### config.mk
export PLATFORM = sky130hd
export DESIGN_NAME = scre_site_ctrl
export DESIGN_NICKNAME = d
export VERILOG_FILES = /design/src/scre_pkg.sv /design/src/scre_site_ctrl.sv
export VERILOG_INCLUDE_DIRS = /design/src /design/src/src
export SDC_FILE = /design/constraint.sdc
export NUM_CORES = 2
export LEC_CHECK = 0
export BUFFER_PORTS_ARGS = -buffer_cell sky130_fd_sc_hd__clkbuf_2
export CAP_MARGIN = 20
export CORE_MARGIN = 2
export CORE_UTILIZATION = 64
export CTS_CLUSTER_DIAMETER = 80
export DETAILED_ROUTE_END_ITERATION = 8
export PLACE_DENSITY = 0.8
export SYNTH_ARGS = -nofsm -noshare
export SYNTH_HDL_FRONTEND = slang
export SYNTH_SLANG_ARGS = --single-unit
### constraint.sdc
create_clock -name mclk -period 5.55 [get_ports mclk]
set_input_delay 1.11 -clock mclk [delete_from_list [all_inputs] [get_ports mclk]]
set_output_delay 1.11 -clock mclk [all_outputs]
set_load 0.03 [all_outputs]
### src/scre_cfg.svh
`ifndef SCRE_CFG_SVH
`define SCRE_CFG_SVH

`define SCRE_N_IN        10
`define SCRE_N_OUT       16
`define SCRE_N_RULE      8
`define SCRE_CLK_HZ      20000000
`define SCRE_TICK_MS     100
`define SCRE_TICK_CYC    (`SCRE_CLK_HZ / 1000 * `SCRE_TICK_MS)
`define SCRE_TICKS_PER_S (1000 / `SCRE_TICK_MS)

`define SCRE_BANK_CORE   2'h0
`define SCRE_BANK_INCFG  2'h1
`define SCRE_BANK_OUTCFG 2'h2
`define SCRE_BANK_RULE   2'h3
`define SCRE_REG_CTRL    4'h0
`define SCRE_REG_INSTAT  4'h1
`define SCRE_REG_RULEST  4'h2
`define SCRE_REG_OUTST   4'h3

`define SCRE_CTRL_REN    0
`define SCRE_CTRL_RST    1
`define SCRE_CTRL_RESET  1'h0

`define SCRE_IN_MODE_LO  0
`define SCRE_IN_MODE_HI  3
`define SCRE_IN_FUNC_LO  4
`define SCRE_IN_FUNC_HI  5
`define SCRE_IN_EXEMPT   6
`define SCRE_IN_RESET    7'h00

`define SCRE_OUT_CLS_LO  0
`define SCRE_OUT_CLS_HI  1
`define SCRE_OUT_IDX_LO  2
`define SCRE_OUT_IDX_HI  5
`define SCRE_OUT_POL     6
`define SCRE_OUT_RESET   7'h00

`define SCRE_R_SRCA_LO   0
`define SCRE_R_SRCA_HI   5
`define SCRE_R_SRCB_LO   6
`define SCRE_R_SRCB_HI   11
`define SCRE_R_SENSEA    12
`define SCRE_R_SENSEB    13
`define SCRE_R_OP_LO     14
`define SCRE_R_OP_HI     15
`define SCRE_R_DLY_LO    16
`define SCRE_R_DLY_HI    18
`define SCRE_R_LATCH     19
`define SCRE_R_LOG       20
`define SCRE_R_SEV_LO    21
`define SCRE_R_SEV_HI    22
`define SCRE_R_EN        23
`define SCRE_RULE_RESET  24'h000000

`endif

### src/scre_pkg.sv
package scre_pkg;
  typedef enum logic [1:0] {
    SCRE_OP_NONE,
    SCRE_OP_AND,
    SCRE_OP_OR,
    SCRE_OP_XOR
  } scre_op_t;

  typedef enum logic [1:0] {
    SCRE_OUT_NONE,
    SCRE_OUT_ALARM,
    SCRE_OUT_STATUS,
    SCRE_OUT_RULE
  } scre_out_cls_t;

  typedef enum logic [1:0] {
    SCRE_FN_NONE,
    SCRE_FN_CUSTOM,
    SCRE_FN_RESET,
    SCRE_FN_OTHER
  } scre_in_fn_t;

  typedef enum logic [3:0] {
    SCRE_IM_LVL_HI,
    SCRE_IM_LVL_LO,
    SCRE_IM_RISE_ON,
    SCRE_IM_FALL_ON,
    SCRE_IM_RISE_OFF,
    SCRE_IM_FALL_OFF,
    SCRE_IM_RISE_TGL,
    SCRE_IM_FALL_TGL,
    SCRE_IM_RISE_ON_FALL_OFF,
    SCRE_IM_FALL_ON_RISE_OFF
  } scre_in_mode_t;
endpackage

### src/scre_site_ctrl.sv
// How it works
// Ten inputs act only when remote enabled; inputs with the exempt bit set act regardless
// Sixteen outputs, assignable source, selectable polarity
// Input and output config, level readable
// Rule delay immediate or 1..60 seconds
// Latch holds assertion until a reset
// Log option raises alarm and log event
// Three-level severity reported with log event
// Rule input from alarm, status, custom
// Sense true or false per rule input
// No operator uses first input only
// AND needs both inputs asserted
// OR needs either input asserted
// XOR needs exactly one input asserted
// Rule asserted state readable as status
// Output can follow a rule state
// Custom remote inputs usable in rules
// Level, edge on/off and toggle modes
// Low-when-true polarity drives pin low
// Early drop restarts the delay count
// Reset clears latched rules no longer active
// Rules timed on a fixed time base
//
// The register addresses and the Avalon-MM register port were chosen for this implementation.
`include "scre_cfg.svh"

module scre_site_ctrl #(
  parameter int TICK_CYCLES = `SCRE_TICK_CYC
) (
  input  wire logic        mclk,
  input  wire logic        arst_n,
  input  wire logic        ce,
  input  wire logic [7:0]  avs_address,
  input  wire logic        avs_read,
  input  wire logic        avs_write,
  input  wire logic [31:0] avs_writedata,
  output logic      [31:0] avs_readdata,
  output logic             avs_waitrequest,
  input  wire logic [9:0]  rin,
  input  wire logic [15:0] alarm_in,
  input  wire logic [15:0] status_in,
  input  wire logic        local_reset,
  output logic      [15:0] rout,
  output logic             rule_alarm,
  output logic             log_evt,
  output logic      [2:0]  log_rule,
  output logic      [1:0]  log_sev
);

  localparam int NI = `SCRE_N_IN;
  localparam int NO = `SCRE_N_OUT;
  localparam int NR = `SCRE_N_RULE;

  // Bus slave: one wait state, then the access completes
  logic        wait_q;
  logic [31:0] rdata_q;
  logic        ren_q;
  logic        lrst_q;
  logic [6:0]  in_cfg_q   [NI];
  logic [6:0]  out_cfg_q  [NO];
  logic [23:0] rule_cfg_q [NR];

  wire         acc_go = (avs_read | avs_write) & wait_q;
  wire         wr_go  = avs_write & ~wait_q;
  wire  [1:0]  bank   = avs_address[7:6];
  wire  [3:0]  idx    = avs_address[5:2];
  wire         hit_ctrl = (bank == `SCRE_BANK_CORE) &&
                          (idx == `SCRE_REG_CTRL);
  wire         hit_in   = (bank == `SCRE_BANK_INCFG) && (idx < 4'hA);
  wire         hit_out  = (bank == `SCRE_BANK_OUTCFG);
  wire         hit_rule = (bank == `SCRE_BANK_RULE) && (idx < 4'h8);

  always_ff @(posedge mclk or negedge arst_n) begin
    if (!arst_n) begin
      wait_q <= 1'h1;
    end else if (ce) begin
      wait_q <= ~acc_go;
    end
  end

  // Control register and local reset pulse
  always_ff @(posedge mclk or negedge arst_n) begin
    if (!arst_n) begin
      ren_q  <= `SCRE_CTRL_RESET;
      lrst_q <= 1'h0;
    end else if (ce) begin
      lrst_q <= local_reset |
                (wr_go & hit_ctrl & avs_writedata[`SCRE_CTRL_RST]);
      if (wr_go && hit_ctrl) begin
        ren_q <= avs_writedata[`SCRE_CTRL_REN];
      end
    end
  end

  always_ff @(posedge mclk or negedge arst_n) begin
    if (!arst_n) begin
      for (int i = 0; i < NI; i++) in_cfg_q[i] <= `SCRE_IN_RESET;
      for (int i = 0; i < NO; i++) out_cfg_q[i] <= `SCRE_OUT_RESET;
      for (int i = 0; i < NR; i++) rule_cfg_q[i] <= `SCRE_RULE_RESET;
    end else if (ce && wr_go) begin
      if (hit_in) in_cfg_q[idx] <= avs_writedata[6:0];
      if (hit_out) out_cfg_q[idx] <= avs_writedata[6:0];
      if (hit_rule) rule_cfg_q[idx[2:0]] <= avs_writedata[23:0];
    end
  end

  // Time base
  logic [31:0] pre_q;
  logic        tick_q;
  wire         pre_end = (pre_q >= 32'(TICK_CYCLES - 1));

  // fixed time base
  always_ff @(posedge mclk or negedge arst_n) begin
    if (!arst_n) begin
      pre_q  <= 32'h0;
      tick_q <= 1'h0;
    end else if (ce) begin
      pre_q  <= pre_end ? 32'h0 : pre_q + 32'h1;
      tick_q <= pre_end;
    end
  end

  // Remote inputs
  logic [NI-1:0] pin_q;
  logic [NI-1:0] act_q;
  logic [NI-1:0] eff;
  logic [NI-1:0] custom;
  logic [NI-1:0] rst_req;
  logic          sys_rst_q;

  for (genvar i = 0; i < NI; i++) begin : g_in
    wire [3:0] mode = in_cfg_q[i][`SCRE_IN_MODE_HI:`SCRE_IN_MODE_LO];
    wire [1:0] fn   = in_cfg_q[i][`SCRE_IN_FUNC_HI:`SCRE_IN_FUNC_LO];
    wire       rise = rin[i] & ~pin_q[i];
    wire       fall = ~rin[i] & pin_q[i];
    logic      act_d;
    logic      eff_prev_q;

    // level, edge and toggle modes
    always_comb begin
      act_d = act_q[i];
      unique case (scre_pkg::scre_in_mode_t'(mode))
        scre_pkg::SCRE_IM_LVL_HI:   act_d = rin[i];
        scre_pkg::SCRE_IM_LVL_LO:   act_d = ~rin[i];
        scre_pkg::SCRE_IM_RISE_ON:  if (rise) act_d = 1'h1;
        scre_pkg::SCRE_IM_FALL_ON:  if (fall) act_d = 1'h1;
        scre_pkg::SCRE_IM_RISE_OFF: if (rise) act_d = 1'h0;
        scre_pkg::SCRE_IM_FALL_OFF: if (fall) act_d = 1'h0;
        scre_pkg::SCRE_IM_RISE_TGL: if (rise) act_d = ~act_q[i];
        scre_pkg::SCRE_IM_FALL_TGL: if (fall) act_d = ~act_q[i];
        scre_pkg::SCRE_IM_RISE_ON_FALL_OFF: begin
          if (rise) act_d = 1'h1;
          else if (fall) act_d = 1'h0;
        end
        scre_pkg::SCRE_IM_FALL_ON_RISE_OFF: begin
          if (fall) act_d = 1'h1;
          else if (rise) act_d = 1'h0;
        end
        default: act_d = 1'h0;
      endcase
    end

    always_ff @(posedge mclk or negedge arst_n) begin
      if (!arst_n) begin
        pin_q[i]   <= 1'h0;
        act_q[i]   <= 1'h0;
        eff_prev_q <= 1'h0;
      end else if (ce) begin
        pin_q[i]   <= rin[i];
        act_q[i]   <= act_d;
        eff_prev_q <= eff[i];
      end
    end

    // gated by remote enable unless exempt
    assign eff[i] = act_q[i] & (ren_q | in_cfg_q[i][`SCRE_IN_EXEMPT]);
    // custom inputs feed the rule sources
    assign custom[i] = eff[i] &
                       (fn == 2'(scre_pkg::SCRE_FN_CUSTOM));
    assign rst_req[i] = eff[i] & ~eff_prev_q &
                        (fn == 2'(scre_pkg::SCRE_FN_RESET));
  end

  // local or remote reset pulse
  always_ff @(posedge mclk or negedge arst_n) begin
    if (!arst_n) begin
      sys_rst_q <= 1'h0;
    end else if (ce) begin
      sys_rst_q <= lrst_q | (|rst_req);
    end
  end

  // Source code indexes this vector directly
  wire [63:0] src_vec = {22'h0, custom, status_in, alarm_in};

  logic [NR-1:0] cond;
  logic [NR-1:0] asrt_q;
  logic [NR-1:0] new_log;
  logic [NR-1:0] log_alarm;

  for (genvar r = 0; r < NR; r++) begin : g_rule
    wire [23:0] c = rule_cfg_q[r];
    wire [2:0]  dly = c[`SCRE_R_DLY_HI:`SCRE_R_DLY_LO];
    // any alarm, status or custom input
    wire a_raw = src_vec[c[`SCRE_R_SRCA_HI:`SCRE_R_SRCA_LO]];
    wire b_raw = src_vec[c[`SCRE_R_SRCB_HI:`SCRE_R_SRCB_LO]];
    // true sense passes, false sense inverts
    wire a = ~(a_raw ^ c[`SCRE_R_SENSEA]);
    wire b = ~(b_raw ^ c[`SCRE_R_SENSEB]);
    logic [9:0] lim;
    logic [9:0] cnt_q;
    logic       comb_v;

    // delay menu in seconds, in ticks
    always_comb begin
      unique case (dly)
        3'h0:    lim = 10'h000;
        3'h1:    lim = 10'(1 * `SCRE_TICKS_PER_S);
        3'h2:    lim = 10'(2 * `SCRE_TICKS_PER_S);
        3'h3:    lim = 10'(5 * `SCRE_TICKS_PER_S);
        3'h4:    lim = 10'(10 * `SCRE_TICKS_PER_S);
        3'h5:    lim = 10'(30 * `SCRE_TICKS_PER_S);
        default: lim = 10'(60 * `SCRE_TICKS_PER_S);
      endcase
    end

    always_comb begin
      unique case (scre_pkg::scre_op_t'(c[`SCRE_R_OP_HI:`SCRE_R_OP_LO]))
        // single input
        scre_pkg::SCRE_OP_NONE: comb_v = a;
        // both asserted
        scre_pkg::SCRE_OP_AND:  comb_v = a & b;
        // either asserted
        scre_pkg::SCRE_OP_OR:   comb_v = a | b;
        // exactly one asserted
        scre_pkg::SCRE_OP_XOR:  comb_v = a ^ b;
      endcase
    end

    assign cond[r] = comb_v & c[`SCRE_R_EN];
    wire met = cond[r] & (cnt_q >= lim);
    // latch holds; R20: reset frees it once inactive
    wire asrt_d = met | (c[`SCRE_R_LATCH] & asrt_q[r] &
                         ~(sys_rst_q & ~cond[r]));

    always_ff @(posedge mclk or negedge arst_n) begin
      if (!arst_n) begin
        cnt_q     <= 10'h000;
        asrt_q[r] <= 1'h0;
      end else if (ce) begin
        // inactive condition restarts count
        if (!cond[r]) cnt_q <= 10'h000;
        else if (tick_q && cnt_q < lim) cnt_q <= cnt_q + 10'h001;
        asrt_q[r] <= asrt_d;
      end
    end

    // log only on the asserting edge
    assign new_log[r] = asrt_d & ~asrt_q[r] & c[`SCRE_R_LOG];
    // next state, so alarm never lags the event
    assign log_alarm[r] = asrt_d & c[`SCRE_R_LOG];
  end

  // Log reporting; lowest rule wins a same-cycle tie
  logic [2:0] lsel;
  always_comb begin
    lsel = 3'h0;
    for (int r = NR - 1; r >= 0; r--) begin
      if (new_log[r]) lsel = 3'(r);
    end
  end

  // alarm and event; R7: severity with it
  always_ff @(posedge mclk or negedge arst_n) begin
    if (!arst_n) begin
      log_evt    <= 1'h0;
      log_rule   <= 3'h0;
      log_sev    <= 2'h0;
      rule_alarm <= 1'h0;
    end else if (ce) begin
      log_evt    <= |new_log;
      rule_alarm <= |log_alarm;
      if (|new_log) begin
        log_rule <= lsel;
        log_sev  <= rule_cfg_q[lsel][`SCRE_R_SEV_HI:`SCRE_R_SEV_LO];
      end
    end
  end

  // Remote outputs
  logic [NO-1:0] out_d;
  for (genvar j = 0; j < NO; j++) begin : g_out
    wire [1:0] cls = out_cfg_q[j][`SCRE_OUT_CLS_HI:`SCRE_OUT_CLS_LO];
    wire [3:0] oi  = out_cfg_q[j][`SCRE_OUT_IDX_HI:`SCRE_OUT_IDX_LO];
    logic      val;
    // source per output; R15: rule as channel
    always_comb begin
      unique case (scre_pkg::scre_out_cls_t'(cls))
        scre_pkg::SCRE_OUT_NONE:   val = 1'h0;
        scre_pkg::SCRE_OUT_ALARM:  val = alarm_in[oi];
        scre_pkg::SCRE_OUT_STATUS: val = status_in[oi];
        scre_pkg::SCRE_OUT_RULE:   val = oi[3] ? 1'h0 : asrt_q[oi[2:0]];
      endcase
    end
    // polarity set means low when true
    assign out_d[j] = val ^ out_cfg_q[j][`SCRE_OUT_POL];
  end

  always_ff @(posedge mclk or negedge arst_n) begin
    if (!arst_n) begin
      rout <= 16'h0000;
    end else if (ce) begin
      rout <= out_d;
    end
  end

  // config and pin levels readable; R14: rule state
  logic [31:0] rd_mux;
  always_comb begin
    rd_mux = 32'h00000000;
    unique case (bank)
      `SCRE_BANK_CORE: begin
        if (idx == `SCRE_REG_CTRL) rd_mux = {31'h0, ren_q};
        if (idx == `SCRE_REG_INSTAT) rd_mux = {6'h0, eff, 6'h0, pin_q};
        if (idx == `SCRE_REG_RULEST) rd_mux = {16'h0, cond, asrt_q};
        if (idx == `SCRE_REG_OUTST) rd_mux = {16'h0, rout};
      end
      `SCRE_BANK_INCFG:
        if (hit_in) rd_mux = {25'h0, in_cfg_q[idx]};
      `SCRE_BANK_OUTCFG: rd_mux = {25'h0, out_cfg_q[idx]};
      `SCRE_BANK_RULE:
        if (hit_rule) rd_mux = {8'h0, rule_cfg_q[idx[2:0]]};
    endcase
  end

  // Read data registered so it comes straight from a flop
  always_ff @(posedge mclk or negedge arst_n) begin
    if (!arst_n) begin
      rdata_q <= 32'h00000000;
    end else if (ce && acc_go && avs_read) begin
      rdata_q <= rd_mux;
    end
  end

  assign avs_readdata    = rdata_q;
  assign avs_waitrequest = wait_q;

endmodule

## Yosys cells after proc, flatten, opt, wreduce, memory -nomap -nowiden

Index checks and enable logic that the tools add are counted.

- Add/sub/neg operators: 9
- Order comparisons: 72
- Eq/ne operators: 276
- Muxes and demuxes: 317
- Bitwise gates (word level): 290
- Reductions and logical operators: 87

Operators with widths:

| cell | count |
|---|---|
| case mux 10 bit (6 select lines) | 8 |
| bitwise mux 192 bit | 1 |
| 2-to-1 mux 1 bit | 161 |
| == test 4 x 3 -> 1 bit, second input constant | 40 |
| 2-to-1 mux 10 bit | 16 |
| binary-select mux 24 bit (select 3 bit) | 2 |
| AND 1 bit | 136 |
| binary-select mux 1 bit (select 4 bit) | 32 |
| 2-to-1 mux 32 bit | 4 |
| case mux 32 bit (4 select lines) | 1 |
| == test 2 bit, second input constant | 60 |
| bitwise mux 112 bit | 1 |
| < comparator 6 x 7 -> 1 bit, second input constant | 16 |
| case mux 1 bit (10 select lines) | 10 |
| binary-select mux 1 bit (select 6 bit) | 16 |
| 2-to-1 mux 24 bit | 4 |
| case mux 1 bit (4 select lines) | 24 |
| == test 4 x 2 -> 1 bit, second input constant | 22 |
| inverter 1 bit | 82 |
| adder 10 x 1 -> 10 bit, second input constant | 8 |
| == test 4 bit, second input constant | 20 |
| >= comparator 10 bit | 8 |
| < comparator 10 bit | 8 |
| < comparator 4 x 5 -> 1 bit, second input constant | 16 |
| other kinds (35) | 355 |

- Bits in registers: 584
- Bits of input ports: 88
- Word-level logic and storage cells: 1143

## Longest topological paths before layout

- Depth in word-level cells: 29
- Depth in mapped cells: 26
- Depth with buffers taken out: 23

## Worst setup path after synthesis

Ideal clock, no wire load.

- Path type: input to register
- From: input port status_in[7]
- To: register log_rule[0]
- Setup time: 0.125 ns
- Arrival: 4.724 ns
- Setup slack: 0.701 ns
- Cell stages on the path: 16
- Path buffers: 2
- Cell sequence: clkbuf_1 -> clkbuf_1 -> mux4_2 -> mux4_2 -> mux2_2 -> o21ai_0 -> xnor2_1 -> ha_1 -> mux2i_1 -> a21oi_1 -> nand4b_1 -> or2_2 -> or2_1 -> and2_1 -> a31oi_1 -> mux2_2

- Cells in the longest elaborated chain, start to end: 22
- Elaborated cells between the ends (all ways): 178

Ends and longest elaborated chain:

| item | RTL line | RTL |
|---|---|---|
| start: declaration | scre_site_ctrl.sv:41 | `input wire logic [15:0] status_in,` |
| binary-select mux 1 bit (select 6 bit) (on tied branches) | scre_site_ctrl.sv:205, scre_site_ctrl.sv:206 |  |
| 2-to-1 mux 1 bit (on tied branches) | scre_site_ctrl.sv:205, scre_site_ctrl.sv:206 |  |
| bitwise XOR 1 bit (on tied branches) | scre_site_ctrl.sv:208, scre_site_ctrl.sv:209 |  |
| inverter 1 bit (on tied branches) | scre_site_ctrl.sv:208, scre_site_ctrl.sv:209 |  |
| bitwise XOR 1 bit (tied with other cells) | scre_site_ctrl.sv:236 | `scre_pkg::SCRE_OP_XOR: comb_v = a ^ b;` |
| case mux 1 bit (4 select lines) | scre_site_ctrl.sv:228 | `` unique case (scre_pkg::scre_op_t'(c[`SCRE_R_OP_HI:`SCRE_R_OP_LO])) `` |
| AND 1 bit | scre_site_ctrl.sv:240 | `` assign cond[r] = comb_v & c[`SCRE_R_EN]; `` |
| inverter 1 bit | scre_site_ctrl.sv:244 | `~(sys_rst_q & ~cond[r]));` |
| AND 1 bit | scre_site_ctrl.sv:244 |  |
| inverter 1 bit | scre_site_ctrl.sv:244 |  |
| AND 1 bit | scre_site_ctrl.sv:243 | `` wire asrt_d = met \| (c[`SCRE_R_LATCH] & asrt_q[r] & `` |
| bitwise OR 1 bit | scre_site_ctrl.sv:243 |  |
| AND 1 bit (2 in a row) | scre_site_ctrl.sv:259 | `` assign new_log[r] = asrt_d & ~asrt_q[r] & c[`SCRE_R_LOG]; `` |
| 2-to-1 mux 3 bit (8 in a row) | scre_site_ctrl.sv:269 | `if (new_log[r]) lsel = 3'(r);` |
| end signal: assignment | scre_site_ctrl.sv:284 | `log_rule <= lsel;` |
| end: declaration | scre_site_ctrl.sv:46 | `output logic [2:0] log_rule,` |

Parallel ways exist; a longest one is shown, timed or not. The select of a mux whose other input is x is not followed.
A chain may end at the register's enable or synchronous reset.

## Final worst setup path

- From: register ren_q
- To: register log_sev[0]

- Cells in the longest elaborated chain, start to end: 29
- Elaborated cells between the ends (all ways): 212

Ends and longest elaborated chain:

| item | RTL line | RTL |
|---|---|---|
| start: declaration | scre_site_ctrl.sv:57 | `logic ren_q;` |
| start signal: assignment | scre_site_ctrl.sv:84 | `` ren_q <= `SCRE_CTRL_RESET; `` |
| start signal: assignment | scre_site_ctrl.sv:90 | `` ren_q <= avs_writedata[`SCRE_CTRL_REN]; `` |
| bitwise OR 1 bit | scre_site_ctrl.sv:176 | `` assign eff[i] = act_q[i] & (ren_q \| in_cfg_q[i][`SCRE_IN_EXEMPT]); `` |
| AND 1 bit | scre_site_ctrl.sv:176 |  |
| AND 1 bit | scre_site_ctrl.sv:178 | `assign custom[i] = eff[i] &` |
| binary-select mux 1 bit (select 6 bit) (on tied branches) | scre_site_ctrl.sv:205, scre_site_ctrl.sv:206 |  |
| 2-to-1 mux 1 bit (on tied branches) | scre_site_ctrl.sv:205, scre_site_ctrl.sv:206 |  |
| bitwise XOR 1 bit (on tied branches) | scre_site_ctrl.sv:208, scre_site_ctrl.sv:209 |  |
| inverter 1 bit (on tied branches) | scre_site_ctrl.sv:208, scre_site_ctrl.sv:209 |  |
| bitwise XOR 1 bit (tied with other cells) | scre_site_ctrl.sv:236 |  |
| (+4 left out) | - |  |
| inverter 1 bit | scre_site_ctrl.sv:244 |  |
| AND 1 bit | scre_site_ctrl.sv:243 |  |
| bitwise OR 1 bit | scre_site_ctrl.sv:243 |  |
| AND 1 bit (2 in a row) | scre_site_ctrl.sv:259 |  |
| 2-to-1 mux 3 bit (8 in a row) | scre_site_ctrl.sv:269 |  |
| inverter 3 -> 4 bit (not written as such) | scre_site_ctrl.sv:285 | `` log_sev <= rule_cfg_q[lsel][`SCRE_R_SEV_HI:`SCRE_R_SEV_LO]; `` |
| binary-select mux 24 bit (select 3 bit) | scre_site_ctrl.sv:285 |  |
| 2-to-1 mux 23 bit (not written as such) (2 in a row) | scre_site_ctrl.sv:285 |  |
| end signal: assignment | scre_site_ctrl.sv:285 |  |
| end: declaration | scre_site_ctrl.sv:47 | `output logic [1:0] log_sev` |

Parallel ways exist; a longest one is shown, timed or not. The select of a mux whose other input is x is not followed.

==> results.py <==
metrics = {
    "layout": {
        "num-nets-final": 3845,
        "most-common-layout-cells": "dfrtp_1, mux4_2, mux2_2",
        "areaGrowthSynthToFinish_pct": 9.489,
        "layout-drive-gt1-share": 0.3505,
        "regArea_um2": 14470,
        "multiInputGateArea_um2": 25890,
        "post-route-util": 0.7112,
        "nFillCells": 4390,
        "final_common_cell": "dfrtp_1",
    },
    "critical_path": {
        "critPathCaptureType": "register",
        "path_class": "register to register",
        "required_ns": 6.07,
        "startpoint_type": "register",
        "cp_max_fo": 10,
        "arrival_ns": 5.82,
        "rr_startpoint": "ren_q",
        "r2r_end": "log_sev[0]",
        "ff2ff_setup_slack_ns": 0.25,
        "reg2regPathDepth": 23,
        "crit_end": "log_sev[0]",
        "startpoint": "ren_q",
    },
    "drt": {
        "via_per_inst": 7.441,
        "drt-total-wl_mm": 135.6,
        "drc_errors": 0,
        "first_pass_iters": 8,
        "drt_iter0_drc": 4744,
        "vias": 34074,
        "drt-wirelength-per-cell_um": 29.60,
        "antenna_left": 0,
    },
    "global_routing": {
        "grt_first_pass_wirelength_mm": 207.3,
        "grt_max_degree": 134,
        "grt_pass1_vias": 33667,
        "grt_usage": 0.4062,
        "gr-total-overflow": 0,
        "grt_antenna_before_repair": 5,
    },
    "floorplanning": {
        "ioPinCount": 144,
        "initial_core_util": 0.6495,
        "die_area_um2": 67730,
        "dieHeight_um": 260.2,
        "core_area_um2": 64700,
        "rows": 93,
        "die_w_um": 260.2,
    },
    "pwr": {
        "p_sw_mw": 3.326,
        "p_seq_frac": 0.432,
        "comb_power_share": 0.186,
        "vdd_drop_max_v": 0.0002596,
        "intPower_mw": 7.869,
        "leakage_nw": 19.29,
        "swShare": 0.2971,
        "p_per_area_nw_per_um2": 243.3,
        "clockPowerShare": 0.382,
    },
    "status": {
        "outcome": "completed",
    },
    "clock_network": {
        "postCtsHoldBufs": 0,
        "numCtsBuffers": 60,
        "clock-root-buffer": "clkbuf_16",
        "cts_tree": "done",
        "clk_pin_slew_ns": 0.06,
        "cts_max_path_buffers": 3,
        "cts.sinks": 578,
        "clk_latency_ns": 0.65,
        "htree_levels": 2,
    },
    "synthesis": {
        "synthArstFlopShare": 1.000,
        "ys_seq_area_frac": 0.3442,
        "synth-seq-cells": 578,
        "synth_edf_count": 0,
        "netlist_instances": 3634,
        "ys_warn_count": 0,
        "syn_area_um2": 42020,
        "synth_flop_cell": "dfrtp_1",
        "yosysUniqueCellTypes": 86,
        "avgSynthCellArea_um2": 11.56,
    },
    "timing": {
        "final-hold-violation-count": 0,
        "setup_viol": 0,
        "slew_headroom": 0.1632,
        "drv_slew": 0,
        "fmax_mhz": 188.6,
        "tns_ns": 0,
        "rsz0062_at_grt": "no",
        "period_minus_slack_ns": 5.303,
        "fin_skew_ns": 0.02032,
        "timing.final.crit_share": 0.9555,
        "worst_slew_pin_slew_ns": 1.255,
    },
    "place": {
        "gp_routability_congestion": 1.023,
        "hpwl_mm": 93.23,
        "port_buffers": 127,
    },
    "flow_run": {
        "maxCapViolCount": 0,
    },
    "min_path": {
        "worstHoldPathType": "register to register",
    },
}
==> logic make-up (layout without fill, tap and decap cells) <==
logic type | Yosys count | in the layout | synth area share
xor gates and xnor gates | 119 | 119 | 0.02498
and+or+nand+nor | 861 | 861 | 0.09930
adders and majority gates | 89 | 89 | 0.02650
muxes | 968 | 968 | 0.3738
other | 1 | 10 | 0.00008924
DFF | 578 | 578 | 0.3442
buffers and inverters | 436 | 517 | 0.04085
AOI/OAI and AO/OA | 582 | 582 | 0.09022
==> cell type report <==
type,count,area share
Timing Repair Buffer,310,0.04631
Antenna cell,4,0.0002176
Clock buffer,89,0.03851
Inverter,93,0.007587
Multi-Input combinational cell,2625,0.5626
Sequential cell,578,0.3144
Tap cell,855,0.02325
Clock inverter,25,0.007098
==> synth_stat cells, types with 18 or more instances <==
| cell type | instances | area share |
|---|---|---|
| buf_2 | 22 | 0.0026 |
| nor3_1 | 33 | 0.0039 |
| ha_1 | 89 | 0.026 |
| xnor2_1 | 31 | 0.0065 |
| buf_1 | 43 | 0.0038 |
| clkbuf_1 | 266 | 0.024 |
| nand4_1 | 23 | 0.0034 |
| a22oi_1 | 26 | 0.0046 |
| xor2_1 | 87 | 0.018 |
| a21oi_1 | 145 | 0.017 |
| nor2_1 | 257 | 0.023 |
| nand2_1 | 242 | 0.022 |
| o2111ai_1 | 18 | 0.0038 |
| o21ai_0 | 158 | 0.019 |
| a31oi_1 | 28 | 0.0042 |
| and3_1 | 44 | 0.0066 |
| nand2b_1 | 34 | 0.0051 |
| o211ai_1 | 21 | 0.0038 |
| o221ai_1 | 20 | 0.0042 |
| and2_1 | 18 | 0.0027 |
| nand3_1 | 63 | 0.0075 |
| o21a_1 | 30 | 0.0054 |
| dfrtp_1 | 577 | 0.34 |
| nand3b_1 | 18 | 0.0032 |
| mux2i_1 | 116 | 0.028 |
| or3_1 | 21 | 0.0031 |
| mux4_2 | 440 | 0.24 |
| nor2b_1 | 37 | 0.0055 |
| mux2_2 | 412 | 0.11 |
| inv_1 | 90 | 0.0080 |
==> registers in the layout, indices dropped and copies added (netlist names) <==
| name | cells |
|---|---|
| lrst_q | 1 |
| g_out.oi | 64 |
| pre_q | 32 |
| sys_rst_q | 1 |
| tick_q | 1 |
| avs_waitrequest | 1 |
| rout | 16 |
| g_rule.cnt_q | 80 |
| act_q | 10 |
| rule_alarm | 1 |
| pin_q | 10 |
| avs_readdata | 26 |
| g_out.cls | 32 |
| asrt_q | 8 |
| g_rule.c | 192 |
| g_in.fn | 20 |
| in_cfg_q | 10 |
| log_evt | 1 |
| ren_q | 1 |
| out_cfg_q | 16 |
| log_sev | 2 |
| log_rule | 3 |
| g_in.mode | 40 |
| g_in.eff_prev_q | 10 |
==> per-layer routing <==
layer / part of all wire / track usage
met1: 0.35 / 0.5229
met2: 0.42 / 0.5759
met3: 0.15 / 0.1667
met4: 0.076 / 0.2471
met5: 0.00027 / 0.002849
==> worst min path at each step <==
stage,from,endpoint,slack (ns),cells after the start
6_report,avs_readdata[11],avs_readdata[11],0.48,2
5_1_grt,avs_readdata[2],avs_readdata[2],0.50,2
4_1_cts,avs_readdata[2],avs_readdata[2],0.49,2
3_5_place_dp,avs_readdata[2],avs_readdata[2],0.47,2
3_3_place_gp,avs_readdata[3],avs_readdata[3],0.46,2
2_1_floorplan,pre_q[3],pre_q[3],0.46,1
==> per-stage QoR <==
| stage | total power, mW | setup slack, ns | instances | instance area, µm² | hold WS, ns |
|---|---|---|---|---|---|
| after floorplan | 6.093 | 0.7011 | 3639 | 42040 | 0.4623 |
| after global placement | 6.810 | 0.08192 | 4460 | 43880 | 0.4637 |
| after detailed placement | 6.883 | -0.08127 | 4460 | 43880 | 0.4726 |
| after CTS | 11.14 | 0.2332 | 4574 | 45980 | 0.4866 |
| after global routing | 11.54 | 0.04107 | 4577 | 46010 | 0.5033 |
| final | 11.19 | 0.2469 | 4579 | 46010 | 0.4816 |
==> power groups by stage <==
stage / Sequential, mW / Combinational (mW) / Clock (mW)
after floorplan: 4.73 / 1.36 / 0
after global placement: 4.88 / 1.93 / 0
after detailed placement: 4.89 / 1.99 / 0
after CTS: 4.82 / 2.01 / 4.31
after global routing: 4.87 / 2.19 / 4.48
final: 4.84 / 2.09 / 4.27
==> repair_timing <==
item | in CTS | in global routing
endpoints found under the setup margin | 0 | 14
gates resized for setup | 0 | 5
buffers inserted | 0 | 0
==> critical path: stages (launching register included) <==
cell	delay, ns
dfrtp_1	0.49
buf_4	0.20
o21a_1	0.19
nand2_1	0.36
mux4_2	0.57
nor2_1	0.10
a21oi_1	0.05
o211ai_1	0.21
o21ai_0	0.14
o21ai_1	0.55
xor2_1	0.22
ha_1	0.35
mux2i_1	0.07
nand2_1	0.08
o211ai_1	0.19
a31oi_1	0.21
buf_4	0.16
nand3_1	0.09
o21ai_0	0.09
o211ai_1	0.10
buf_4	0.17
a21oi_2	0.25
mux2i_1	0.24
a211oi_2	0.08
No activity file was read; power rests on OpenSTA's default activity.
